==> config.mk <==
export PLATFORM = sky130hd
export DESIGN_NAME = multiplexed_expansion_bus
export DESIGN_NICKNAME = d
export VERILOG_FILES = /design/src/expbus_pkg.sv /design/src/multiplexed_expansion_bus.sv /design/src/pin_sync3.sv
export SDC_FILE = /design/constraint.sdc
export NUM_CORES = 2
export LEC_CHECK = 0
export BUFFER_PORTS_ARGS = -buffer_cell sky130_fd_sc_hd__buf_4
export CAP_MARGIN = 20
export CORE_ASPECT_RATIO = 1.25
export CORE_UTILIZATION = 40
export CTS_CLUSTER_SIZE = 25
export DETAILED_ROUTE_END_ITERATION = 12
export PLACE_DENSITY_LB_ADDON = 0.08
export SLEW_MARGIN = 20
export SYNTH_ARGS = -nofsm -noshare
export SYNTH_HDL_FRONTEND = slang
export SYNTH_SLANG_ARGS = --single-unit
==> constraint.sdc <==
create_clock -name aclk -period 6.1 [get_ports aclk]
set_input_delay 0.305 -clock aclk [delete_from_list [all_inputs] [get_ports aclk]]
set_output_delay 0.305 -clock aclk [all_outputs]
set_load 0.01 [all_outputs]
==> src/expbus_pkg.sv <==
// constants, field layouts and carrier types of the multiplexed expansion bus
// assumes a 100 MHz aclk and a 32-bit AXI4-Lite register port
package expbus_pkg;

	// timing
	localparam int CLK_MHZ       = 100;
	localparam int BUS_HALF_NS   = 40;
	localparam int HALF_CYCLES   = (BUS_HALF_NS * CLK_MHZ + 999) / 1000;
	localparam logic [2:0] HALF_LAST  = 3'(HALF_CYCLES - 1);
	localparam logic [2:0] SYNC_SETTLE = 3'h6;

	// option register fields
	localparam int OPT_STROBE_BIT = 5;
	localparam int OPT_WDOG_BIT   = 2;
	localparam int OPT_RAM_BIT    = 1;
	localparam logic [7:0] OPT_IMPL_MASK = 8'h26;
	localparam logic [7:0] OPT_RESET     = 8'h00;

	// status register fields
	localparam int ST_SPECIAL_BIT = 0;
	localparam int ST_WRITTEN_BIT = 1;
	localparam int ST_PENDING_BIT = 2;
	localparam int ST_BUSY_BIT    = 3;

	// register byte offsets
	localparam logic [3:0] OFF_OPTION = 4'h0;
	localparam logic [3:0] OFF_STATUS = 4'h4;

	// axi responses
	localparam logic [1:0] RESP_OKAY   = 2'h0;
	localparam logic [1:0] RESP_SLVERR = 2'h2;

	// memory map
	localparam logic [15:0] RAM_BASE    = 16'h0400;
	localparam logic [15:0] RAM_TOP     = 16'h04ff;
	localparam logic [15:0] VECTOR_BASE = 16'hffc0;

	typedef enum logic {
		PH_ADDR = 1'b0,
		PH_DATA = 1'b1
	} phase_t;

	typedef struct packed {
		logic [15:0] addr;
		logic        write;
		logic [7:0]  wdata;
	} cpu_req_t;

	typedef struct packed {
		logic [7:0] addr_hi;
		logic [7:0] ad_out;
		logic       ad_oe;
		logic       address_latch_strobe;
		logic       clk_or_rd;
		logic       rw_or_wr;
	} exp_pins_t;

endpackage

==> src/multiplexed_expansion_bus.sv <==
// expanded-mode bus engine: multiplexed address/data pins, latch strobe,
// inverted bus clock or read/write strobes, option register over axi4-lite
// assumes an external transparent latch and a cpu issuing one byte per bus cycle
//
// The register addresses and the AXI4-Lite register port are this design's own decisions.
`timescale 1ns/1ps
module multiplexed_expansion_bus
	import expbus_pkg::*;
(
	// clock and reset
	input  wire logic        aclk,
	input  wire logic        aresetn,
	// axi4-lite write address and data
	input  wire logic [3:0]  s_axi_awaddr,
	input  wire logic        s_axi_awvalid,
	output logic             s_axi_awready,
	input  wire logic [31:0] s_axi_wdata,
	input  wire logic [3:0]  s_axi_wstrb,
	input  wire logic        s_axi_wvalid,
	output logic             s_axi_wready,
	// axi4-lite write response
	output logic [1:0]       s_axi_bresp,
	output logic             s_axi_bvalid,
	input  wire logic        s_axi_bready,
	// axi4-lite read
	input  wire logic [3:0]  s_axi_araddr,
	input  wire logic        s_axi_arvalid,
	output logic             s_axi_arready,
	output logic [31:0]      s_axi_rdata,
	output logic [1:0]       s_axi_rresp,
	output logic             s_axi_rvalid,
	input  wire logic        s_axi_rready,
	// cpu side
	input  wire cpu_req_t    req,
	input  wire logic        req_valid,
	output logic             req_ready,
	output logic             resp_valid,
	output logic [7:0]       resp_rdata,
	input  wire logic        instr_start,
	// device pins
	output exp_pins_t        pins,
	input  wire logic [7:0]  ad_in,
	input  wire logic        mode_select_pin,
	// option outputs
	output logic             watchdog_disable
);
	logic [7:0] ram [0:255];

	// synchronised pins
	logic       mode_s;
	logic [7:0] ad_s;
	pin_sync3 #(.W(1)) u_mode_sync (.aclk(aclk), .aresetn(aresetn),
		.d(mode_select_pin), .q(mode_s));
	pin_sync3 #(.W(8)) u_ad_sync (.aclk(aclk), .aresetn(aresetn),
		.d(ad_in), .q(ad_s));
	// internal decode: ram hit, never for vectors
	function automatic logic is_internal(input logic [15:0] a, input logic ram_en);
		is_internal = ram_en && (a >= RAM_BASE) && (a <= RAM_TOP) && (a < VECTOR_BASE);
	endfunction
	// mode capture and option state
	logic [2:0]  cap_cnt, next_cap_cnt;
	logic        special_mode_flag, next_special, pending, next_pending;
	logic        written_once, next_written_once;
	logic [7:0]  opt_active, next_opt_active, opt_pending, next_opt_pending;
	// axi state
	logic        aw_held, next_aw_held, w_held, next_w_held, w_strb0, next_w_strb0;
	logic        next_bvalid, next_rvalid, do_write, opt_write;
	logic [3:0]  aw_addr, next_aw_addr;
	logic [7:0]  w_byte, next_w_byte;
	logic [1:0]  next_bresp, next_rresp;
	logic [31:0] next_rdata;
	// bus engine state
	phase_t      phase, next_phase;
	logic [2:0]  cnt, next_cnt;
	cpu_req_t    cur, next_cur;
	logic        cur_valid, next_cur_valid, cur_int, next_cur_int;
	logic        next_resp_valid, cycle_end, ram_we;
	logic        n_rd_n, n_wr_n, n_clk_n, n_rw;
	logic        rd_wait, next_rd_wait, rd_int, next_rd_int;
	logic [7:0]  next_resp_rdata;
	exp_pins_t   next_pins;
	assign s_axi_awready    = !aw_held && !s_axi_bvalid;
	assign s_axi_wready     = !w_held && !s_axi_bvalid;
	assign s_axi_arready    = !s_axi_rvalid;
	assign watchdog_disable = opt_active[OPT_WDOG_BIT];

	// register access
	always_comb begin
		next_aw_held = aw_held;
		next_w_held  = w_held;
		next_aw_addr = aw_addr;
		next_w_byte  = w_byte;
		next_w_strb0 = w_strb0;
		next_bvalid  = s_axi_bvalid;
		next_bresp   = s_axi_bresp;
		next_rvalid  = s_axi_rvalid;
		next_rdata   = s_axi_rdata;
		next_rresp   = s_axi_rresp;
		if (s_axi_awvalid && s_axi_awready) begin
			next_aw_held = 1'b1;
			next_aw_addr = s_axi_awaddr;
		end
		if (s_axi_wvalid && s_axi_wready) begin
			next_w_held  = 1'b1;
			next_w_byte  = s_axi_wdata[7:0];
			next_w_strb0 = s_axi_wstrb[0];
		end
		do_write  = aw_held && w_held && !s_axi_bvalid;
		opt_write = 1'b0;
		if (do_write) begin
			next_aw_held = 1'b0;
			next_w_held  = 1'b0;
			next_bvalid  = 1'b1;
			if (aw_addr == OFF_OPTION) begin
				next_bresp = RESP_OKAY;
				opt_write  = w_strb0 && (special_mode_flag || !written_once);
			end else if (aw_addr == OFF_STATUS) begin
				next_bresp = RESP_OKAY;
			end else begin
				next_bresp = RESP_SLVERR;
			end
		end else if (s_axi_bvalid && s_axi_bready) begin
			next_bvalid = 1'b0;
		end
		if (s_axi_arvalid && s_axi_arready) begin
			next_rvalid = 1'b1;
			next_rresp  = RESP_OKAY;
			if (s_axi_araddr == OFF_OPTION) begin
				next_rdata = {24'h000000, opt_active & OPT_IMPL_MASK};
			end else if (s_axi_araddr == OFF_STATUS) begin
				next_rdata = 32'h00000000;
				next_rdata[ST_SPECIAL_BIT] = special_mode_flag;
				next_rdata[ST_WRITTEN_BIT] = written_once;
				next_rdata[ST_PENDING_BIT] = pending;
				next_rdata[ST_BUSY_BIT]    = cur_valid;
			end else begin
				next_rdata = 32'h00000000;
				next_rresp = RESP_SLVERR;
			end
		end else if (s_axi_rvalid && s_axi_rready) begin
			next_rvalid = 1'b0;
		end
	end

	// option register and mode flag
	always_comb begin
		next_cap_cnt      = cap_cnt;
		next_special      = special_mode_flag;
		next_opt_active   = opt_active;
		next_opt_pending  = opt_pending;
		next_pending      = pending;
		next_written_once = written_once;
		if (cap_cnt != SYNC_SETTLE) begin
			next_cap_cnt = cap_cnt + 3'h1;
			next_special = !mode_s;
		end
		if (instr_start && pending) begin
			next_opt_active = opt_pending;
			next_pending    = 1'b0;
		end
		if (opt_write) begin
			next_opt_pending  = w_byte & OPT_IMPL_MASK;
			next_pending      = 1'b1;
			next_written_once = 1'b1;
		end
	end

	// bus cycle sequencing
	always_comb begin
		cycle_end       = (phase == PH_DATA) && (cnt == HALF_LAST);
		req_ready       = cycle_end;
		next_phase      = phase;
		next_cnt        = cnt + 3'h1;
		next_cur        = cur;
		next_cur_valid  = cur_valid;
		next_cur_int    = cur_int;
		next_resp_valid = 1'b0;
		next_resp_rdata = resp_rdata;
		next_rd_wait    = 1'b0;
		next_rd_int     = rd_int;
		ram_we          = 1'b0;
		// synchronised pins settle one edge after the data half ends
		if (rd_wait) begin
			next_resp_valid = 1'b1;
			next_resp_rdata = rd_int ? resp_rdata : ad_s;
		end
		if (cnt == HALF_LAST) begin
			next_cnt   = 3'h0;
			next_phase = (phase == PH_ADDR) ? PH_DATA : PH_ADDR;
		end
		if (cycle_end) begin
			if (cur_valid && !cur.write) begin
				next_rd_wait    = 1'b1;
				next_rd_int     = cur_int;
				next_resp_rdata = cur_int ? ram[cur.addr[7:0]] : resp_rdata;
			end
			ram_we = cur_valid && cur.write && cur_int;
			if (req_valid) begin
				next_cur       = req;
				next_cur_valid = 1'b1;
				// internal only when ram is enabled; vectors stay external
				next_cur_int   = is_internal(req.addr, opt_active[OPT_RAM_BIT]);
			end else begin
				// idle cycle keeps the bus running on the last address, as a read only in clock mode (no read strobe in strobe mode)
				next_cur_valid = 1'b0;
				next_cur.write = 1'b0;
				next_cur_int   = 1'b0;
			end
		end
	end

	// pin drive, computed from next state
	always_comb begin
		next_pins         = pins;
		next_pins.addr_hi = next_cur.addr[15:8];
		n_clk_n = (next_phase == PH_ADDR);
		n_rw    = !(next_cur_valid && next_cur.write);
		n_rd_n  = !((next_phase == PH_DATA) && next_cur_valid && !next_cur.write
			&& !next_cur_int);
		n_wr_n  = !((next_phase == PH_DATA) && next_cur_valid && next_cur.write);
		next_pins.address_latch_strobe = (next_phase == PH_ADDR) && (next_cnt != HALF_LAST);
		if (next_phase == PH_ADDR) begin
			next_pins.ad_out = next_cur.addr[7:0];
			next_pins.ad_oe  = 1'b1;
		end else begin
			next_pins.ad_out = next_cur.wdata;
			next_pins.ad_oe  = next_cur_valid && next_cur.write;
		end
		if (opt_active[OPT_STROBE_BIT]) begin
			next_pins.clk_or_rd = n_rd_n;
			next_pins.rw_or_wr  = n_wr_n;
		end else begin
			next_pins.clk_or_rd = n_clk_n;
			next_pins.rw_or_wr  = n_rw;
		end
	end

	always_ff @(posedge aclk) begin
		if (!aresetn) begin
			aw_held      <= 1'b0;
			w_held       <= 1'b0;
			aw_addr      <= 4'h0;
			w_byte       <= 8'h00;
			w_strb0      <= 1'b0;
			s_axi_bvalid <= 1'b0;
			s_axi_bresp  <= RESP_OKAY;
			s_axi_rvalid <= 1'b0;
			s_axi_rdata  <= 32'h00000000;
			s_axi_rresp  <= RESP_OKAY;
		end else begin
			aw_held      <= next_aw_held;
			w_held       <= next_w_held;
			aw_addr      <= next_aw_addr;
			w_byte       <= next_w_byte;
			w_strb0      <= next_w_strb0;
			s_axi_bvalid <= next_bvalid;
			s_axi_bresp  <= next_bresp;
			s_axi_rvalid <= next_rvalid;
			s_axi_rdata  <= next_rdata;
			s_axi_rresp  <= next_rresp;
		end
	end

	always_ff @(posedge aclk) begin
		if (!aresetn) begin
			cap_cnt           <= 3'h0;
			special_mode_flag <= 1'b0;
			opt_active        <= OPT_RESET;
			opt_pending       <= OPT_RESET;
			pending           <= 1'b0;
			written_once      <= 1'b0;
		end else begin
			cap_cnt           <= next_cap_cnt;
			special_mode_flag <= next_special;
			opt_active        <= next_opt_active;
			opt_pending       <= next_opt_pending;
			pending           <= next_pending;
			written_once      <= next_written_once;
		end
	end

	always_ff @(posedge aclk) begin
		if (!aresetn) begin
			phase      <= PH_ADDR;
			cnt        <= 3'h0;
			cur        <= '0;
			cur_valid  <= 1'b0;
			cur_int    <= 1'b0;
			resp_valid <= 1'b0;
			resp_rdata <= 8'h00;
			rd_wait    <= 1'b0;
			rd_int     <= 1'b0;
			pins       <= '{addr_hi: 8'h00, ad_out: 8'h00, ad_oe: 1'b1,
				address_latch_strobe: 1'b1, clk_or_rd: 1'b1, rw_or_wr: 1'b1};
		end else begin
			phase      <= next_phase;
			cnt        <= next_cnt;
			cur        <= next_cur;
			cur_valid  <= next_cur_valid;
			cur_int    <= next_cur_int;
			resp_valid <= next_resp_valid;
			resp_rdata <= next_resp_rdata;
			rd_wait    <= next_rd_wait;
			rd_int     <= next_rd_int;
			pins       <= next_pins;
		end
	end

	// internal ram
	always_ff @(posedge aclk) begin
		if (ram_we) begin
			ram[cur.addr[7:0]] <= cur.wdata;
		end
	end
endmodule

==> src/pin_sync3.sv <==
// three-flop input synchroniser with agreement filter
// assumes d is asynchronous to aclk
`timescale 1ns/1ps
module pin_sync3 #(
	parameter int W = 1
) (
	// clock and reset
	input  wire logic         aclk,
	input  wire logic         aresetn,
	// pin side
	input  wire logic [W-1:0] d,
	// synchronised value
	output logic      [W-1:0] q
);
	logic [W-1:0] f1;
	logic [W-1:0] f2;
	logic [W-1:0] f3;
	logic [W-1:0] next_q;

	// change accepted once second and third stage agree
	always_comb begin
		next_q = (f2 == f3) ? f3 : q;
	end

	always_ff @(posedge aclk) begin
		if (!aresetn) begin
			f1 <= '0;
			f2 <= '0;
			f3 <= '0;
			q  <= '0;
		end else begin
			f1 <= d;
			f2 <= f1;
			f3 <= f2;
			q  <= next_q;
		end
	end
endmodule

==> impl_metrics.csv <==
group,metric,value,unit
global_routing,grt.total_usage,21.4,%
route,ant_nets,0,
place,pre_cts_slack,1670,ps
floorplanning,ios,159,
route,num_vias,39200,
finish,syn_to_final_growth,13.9,%
route,wirelength,224,mm
sta,period_share,73.7,%
sta,hold_slack,212,ps
global_routing,grt_max_degree,197,
sta,skew,53.6,ps
sta,fin_tns_setup,0,ps
floorplanning,fp.coreArea,208000,µm²
worst_setup_path,critPathLaunchType,"register",
route,drc,0,
clocking,clk_latency,870,ps
power,p_leak,0.0340,µW
floorplanning,core.rowCount,187,
synthesis,synth.distinct_cells,53,
sta,rsz0062_at_grt,"no",
worst_setup_path,cp.arrival,4970,ps
power,vdd_drop_max,327,µV
place,dpl.hpwl,136,mm
worst_setup_path,critical_path_class,"register to register",
place,dpl.cell_count,6554,
worst_setup_path,critPathMaxFanout,16,
finish,final_common_cell,"edfxtp_1",
sta,tightestPinTransition,1230,ps
synthesis,netlist_area,83700,µm²
synthesis,synth_top_flop_cell,"edfxtp_1",
finish,final_cell_mix,"2,048 x edfxtp_1, 624 x mux4_2, 271 x nor2_1, 217 x clkbuf_16, 178 x buf_4",
sta,setup_viol,0,
route,viasPerCell,5.58,
place,gp_congestion,0.799,
clocking,clock_sinks,2169,
synthesis,seq_area_frac_synth,76.4,%
finish,final_cells,7028,
synthesis,ys_ff_latch,2169,
synthesis,async_flop_share,0,%
floorplanning,dieArea,211000,µm²
worst_setup_path,crit_top_cell,"ha_1",
floorplanning,fp.dieH,513,µm
global_routing,grt_antenna_before_repair,8,
floorplanning,die_w,411,µm
sta,drv_slew,0,
route,wire_per_inst,31.9,µm
route,dr.first_iter.drc_count,3508,
worst_setup_path,crit_family,"simple AND/OR/NAND/NOR gates",
global_routing,grt_pass1_wl,318,mm
global_routing,grt-ovfl-total,0,
hold_path,hp-class,"input port to register",
worst_setup_path,crit_chain,"ha_1 > nand2b_1 > inv_1 > ha_1 > and4_1 > nor3b_1 > nand2_2 > nor2_1",
power,p_per_area,308,nW/µm²
synthesis,syn_inst,3841,
floorplanning,initial_utilization,40.3,%
sta,finalHoldViolations,0,
clocking,cts_tree,"built",
route,firstDrtPassIters,7,
sta,min_period,4500,ps
clocking,cts_max_level,4,
synthesis,yosysWarnings,0,
finish,fin_nets,4189,
clocking,cts.path.max_buffers,3,
global_routing,grt_pass1_vias,40700,
worst_setup_path,cp_num_buf_inv,1,
clocking,clk_pin_slew,60,ps
worst_setup_path,cpPeakStageDelay,1060,ps
clocking,cts_setup_buffers,0,
sta,timing.final.ws_setup,1600,ps
synthesis,syn_avg_cell_area,21.8,µm²
clocking,root_buffer,"clkbuf_16",
sta,slew_headroom,17.4,%
worst_setup_path,end_kind,"register",
clocking,numCtsBuffers,216,
outcome,outcome,"complete, no violations",
place,port_buffers,97,
finish,drive_gt1_share,27.4,%
synthesis,synth_edf_count,2048,
sta,fmax,222,MHz
worst_setup_path,crit_required,6570,ps
worst_setup_path,cpMaxStageDelayCell,"nor2_1",
job,cap_viol_max_count,0,
power breakdown:
group | total, µW | internal [µW] | switching, µW
combinational | 201 | 101 | 100
sequential | 16100 | 16100 | 18.9
clock | 13100 | 7370 | 5750
cells by family (layout without fill, tap and decap cells):
kind of cell,Yosys count,after routing,share of synthesized area [%]
adders and majority gates,4,4,0.0598
AOI/OAI and AO/OA,174,174,1.47
xor gates and xnor gates,9,9,0.0942
buffers and inverters,272,690,1.67
and+or+nand+nor,529,529,2.79
DFF,2169,2169,76.4
muxes,683,683,17.5
other,1,30,0.00448
worst min-delay path, delay by kind of cell:
kind | cells | cell delay (ps)
buffers and inverters | 2 | 620
AND/OR/NAND/NOR | 1 | 100
path summary, 6_finish.rpt:
| check | endpoint | startpoint | slack (ps) | cells past startpoint |
|---|---|---|---|---|
| max | ram[176][0] | cnt[0] | 1600 | 8 |
| min | u_ad_sync.f1[5] | ad_in[5] | 210 | 3 |
| max reg2reg | ram[176][0] | cnt[0] | 1600 | 8 |
| min reg2reg | u_mode_sync.f2 | u_mode_sync.f1 | 430 | 1 |
Yosys cell counts (4+ instances only):
cell type / n / area [µm²]
o211a_1: 6 / 60.1
a221oi_1: 4 / 35.0
xor2_1: 8 / 70.1
a22o_1: 4 / 35.0
nor2_1: 274 / 1030
o21ai_0: 13 / 65.1
nand3_1: 18 / 90.1
buf_1: 22 / 82.6
mux2i_1: 54 / 541
o2111ai_1: 4 / 35.0
buf_4: 56 / 420
a21oi_1: 33 / 165
a2bb2oi_1: 8 / 70.1
edfxtp_1: 2048 / 61500
nor2b_1: 50 / 313
nand2_1: 109 / 409
buf_6: 12 / 135
nand2b_1: 10 / 62.6
clkbuf_1: 100 / 375
ha_1: 4 / 50.1
inv_1: 18 / 67.6
nor3_1: 9 / 45.0
a22oi_1: 47 / 353
o211ai_1: 5 / 37.5
and2_1: 35 / 219
nor4_1: 6 / 37.5
nand4_1: 6 / 37.5
buf_2: 64 / 320
a21boi_0: 31 / 233
mux2_2: 5 / 56.3
mux4_2: 624 / 14100
dfxtp_1: 121 / 2420
sequential cells by signal, summed over array words and instances (netlist names), 4 cells and up:
signal / cells
pins: 20
cur: 17
u_ad_sync.f1: 8
resp_rdata: 8
s_axi_rdata: 5
ram: 2048
u_ad_sync.f2: 8
u_ad_sync.q: 8
u_ad_sync.f3: 8
aw_addr: 4
cell type report:
class,instances,area [µm²]
Tap cell,2740,3430
Clock buffer,273,5690
Clock inverter,134,1210
Timing Repair Buffer,265,2420
Antenna cell,1,2.50
Fill cell,17500,112000
Inverter,18,67.6
Sequential cell,2169,64000
Multi-Input combinational cell,1428,18500
metal layers:
metal,GRT usage (%),share of wire (%)
met1,28.4,41
met2,35.8,51
met3,3.37,4.7
met4,7.20,3.3
met5,0,0.018
timing repair:
item | 4_1_cts | 5_1_grt
resized for setup | 0 | 0
hold endpoints to repair | 84 | 0
hold buffers | 66 | 0
per-stage QoR:
step                utilization [%]  cell area (µm²)  total power [µW]
global placement               42.2            87700             16600
floorplan                         -            83800             16500
finish                         45.9            95300             29400
global route                   45.9            95300             30200
detailed placement             42.2            87800             16600
CTS                            45.9            95300             29700
No activity file was read; power rests on OpenSTA's default activity.
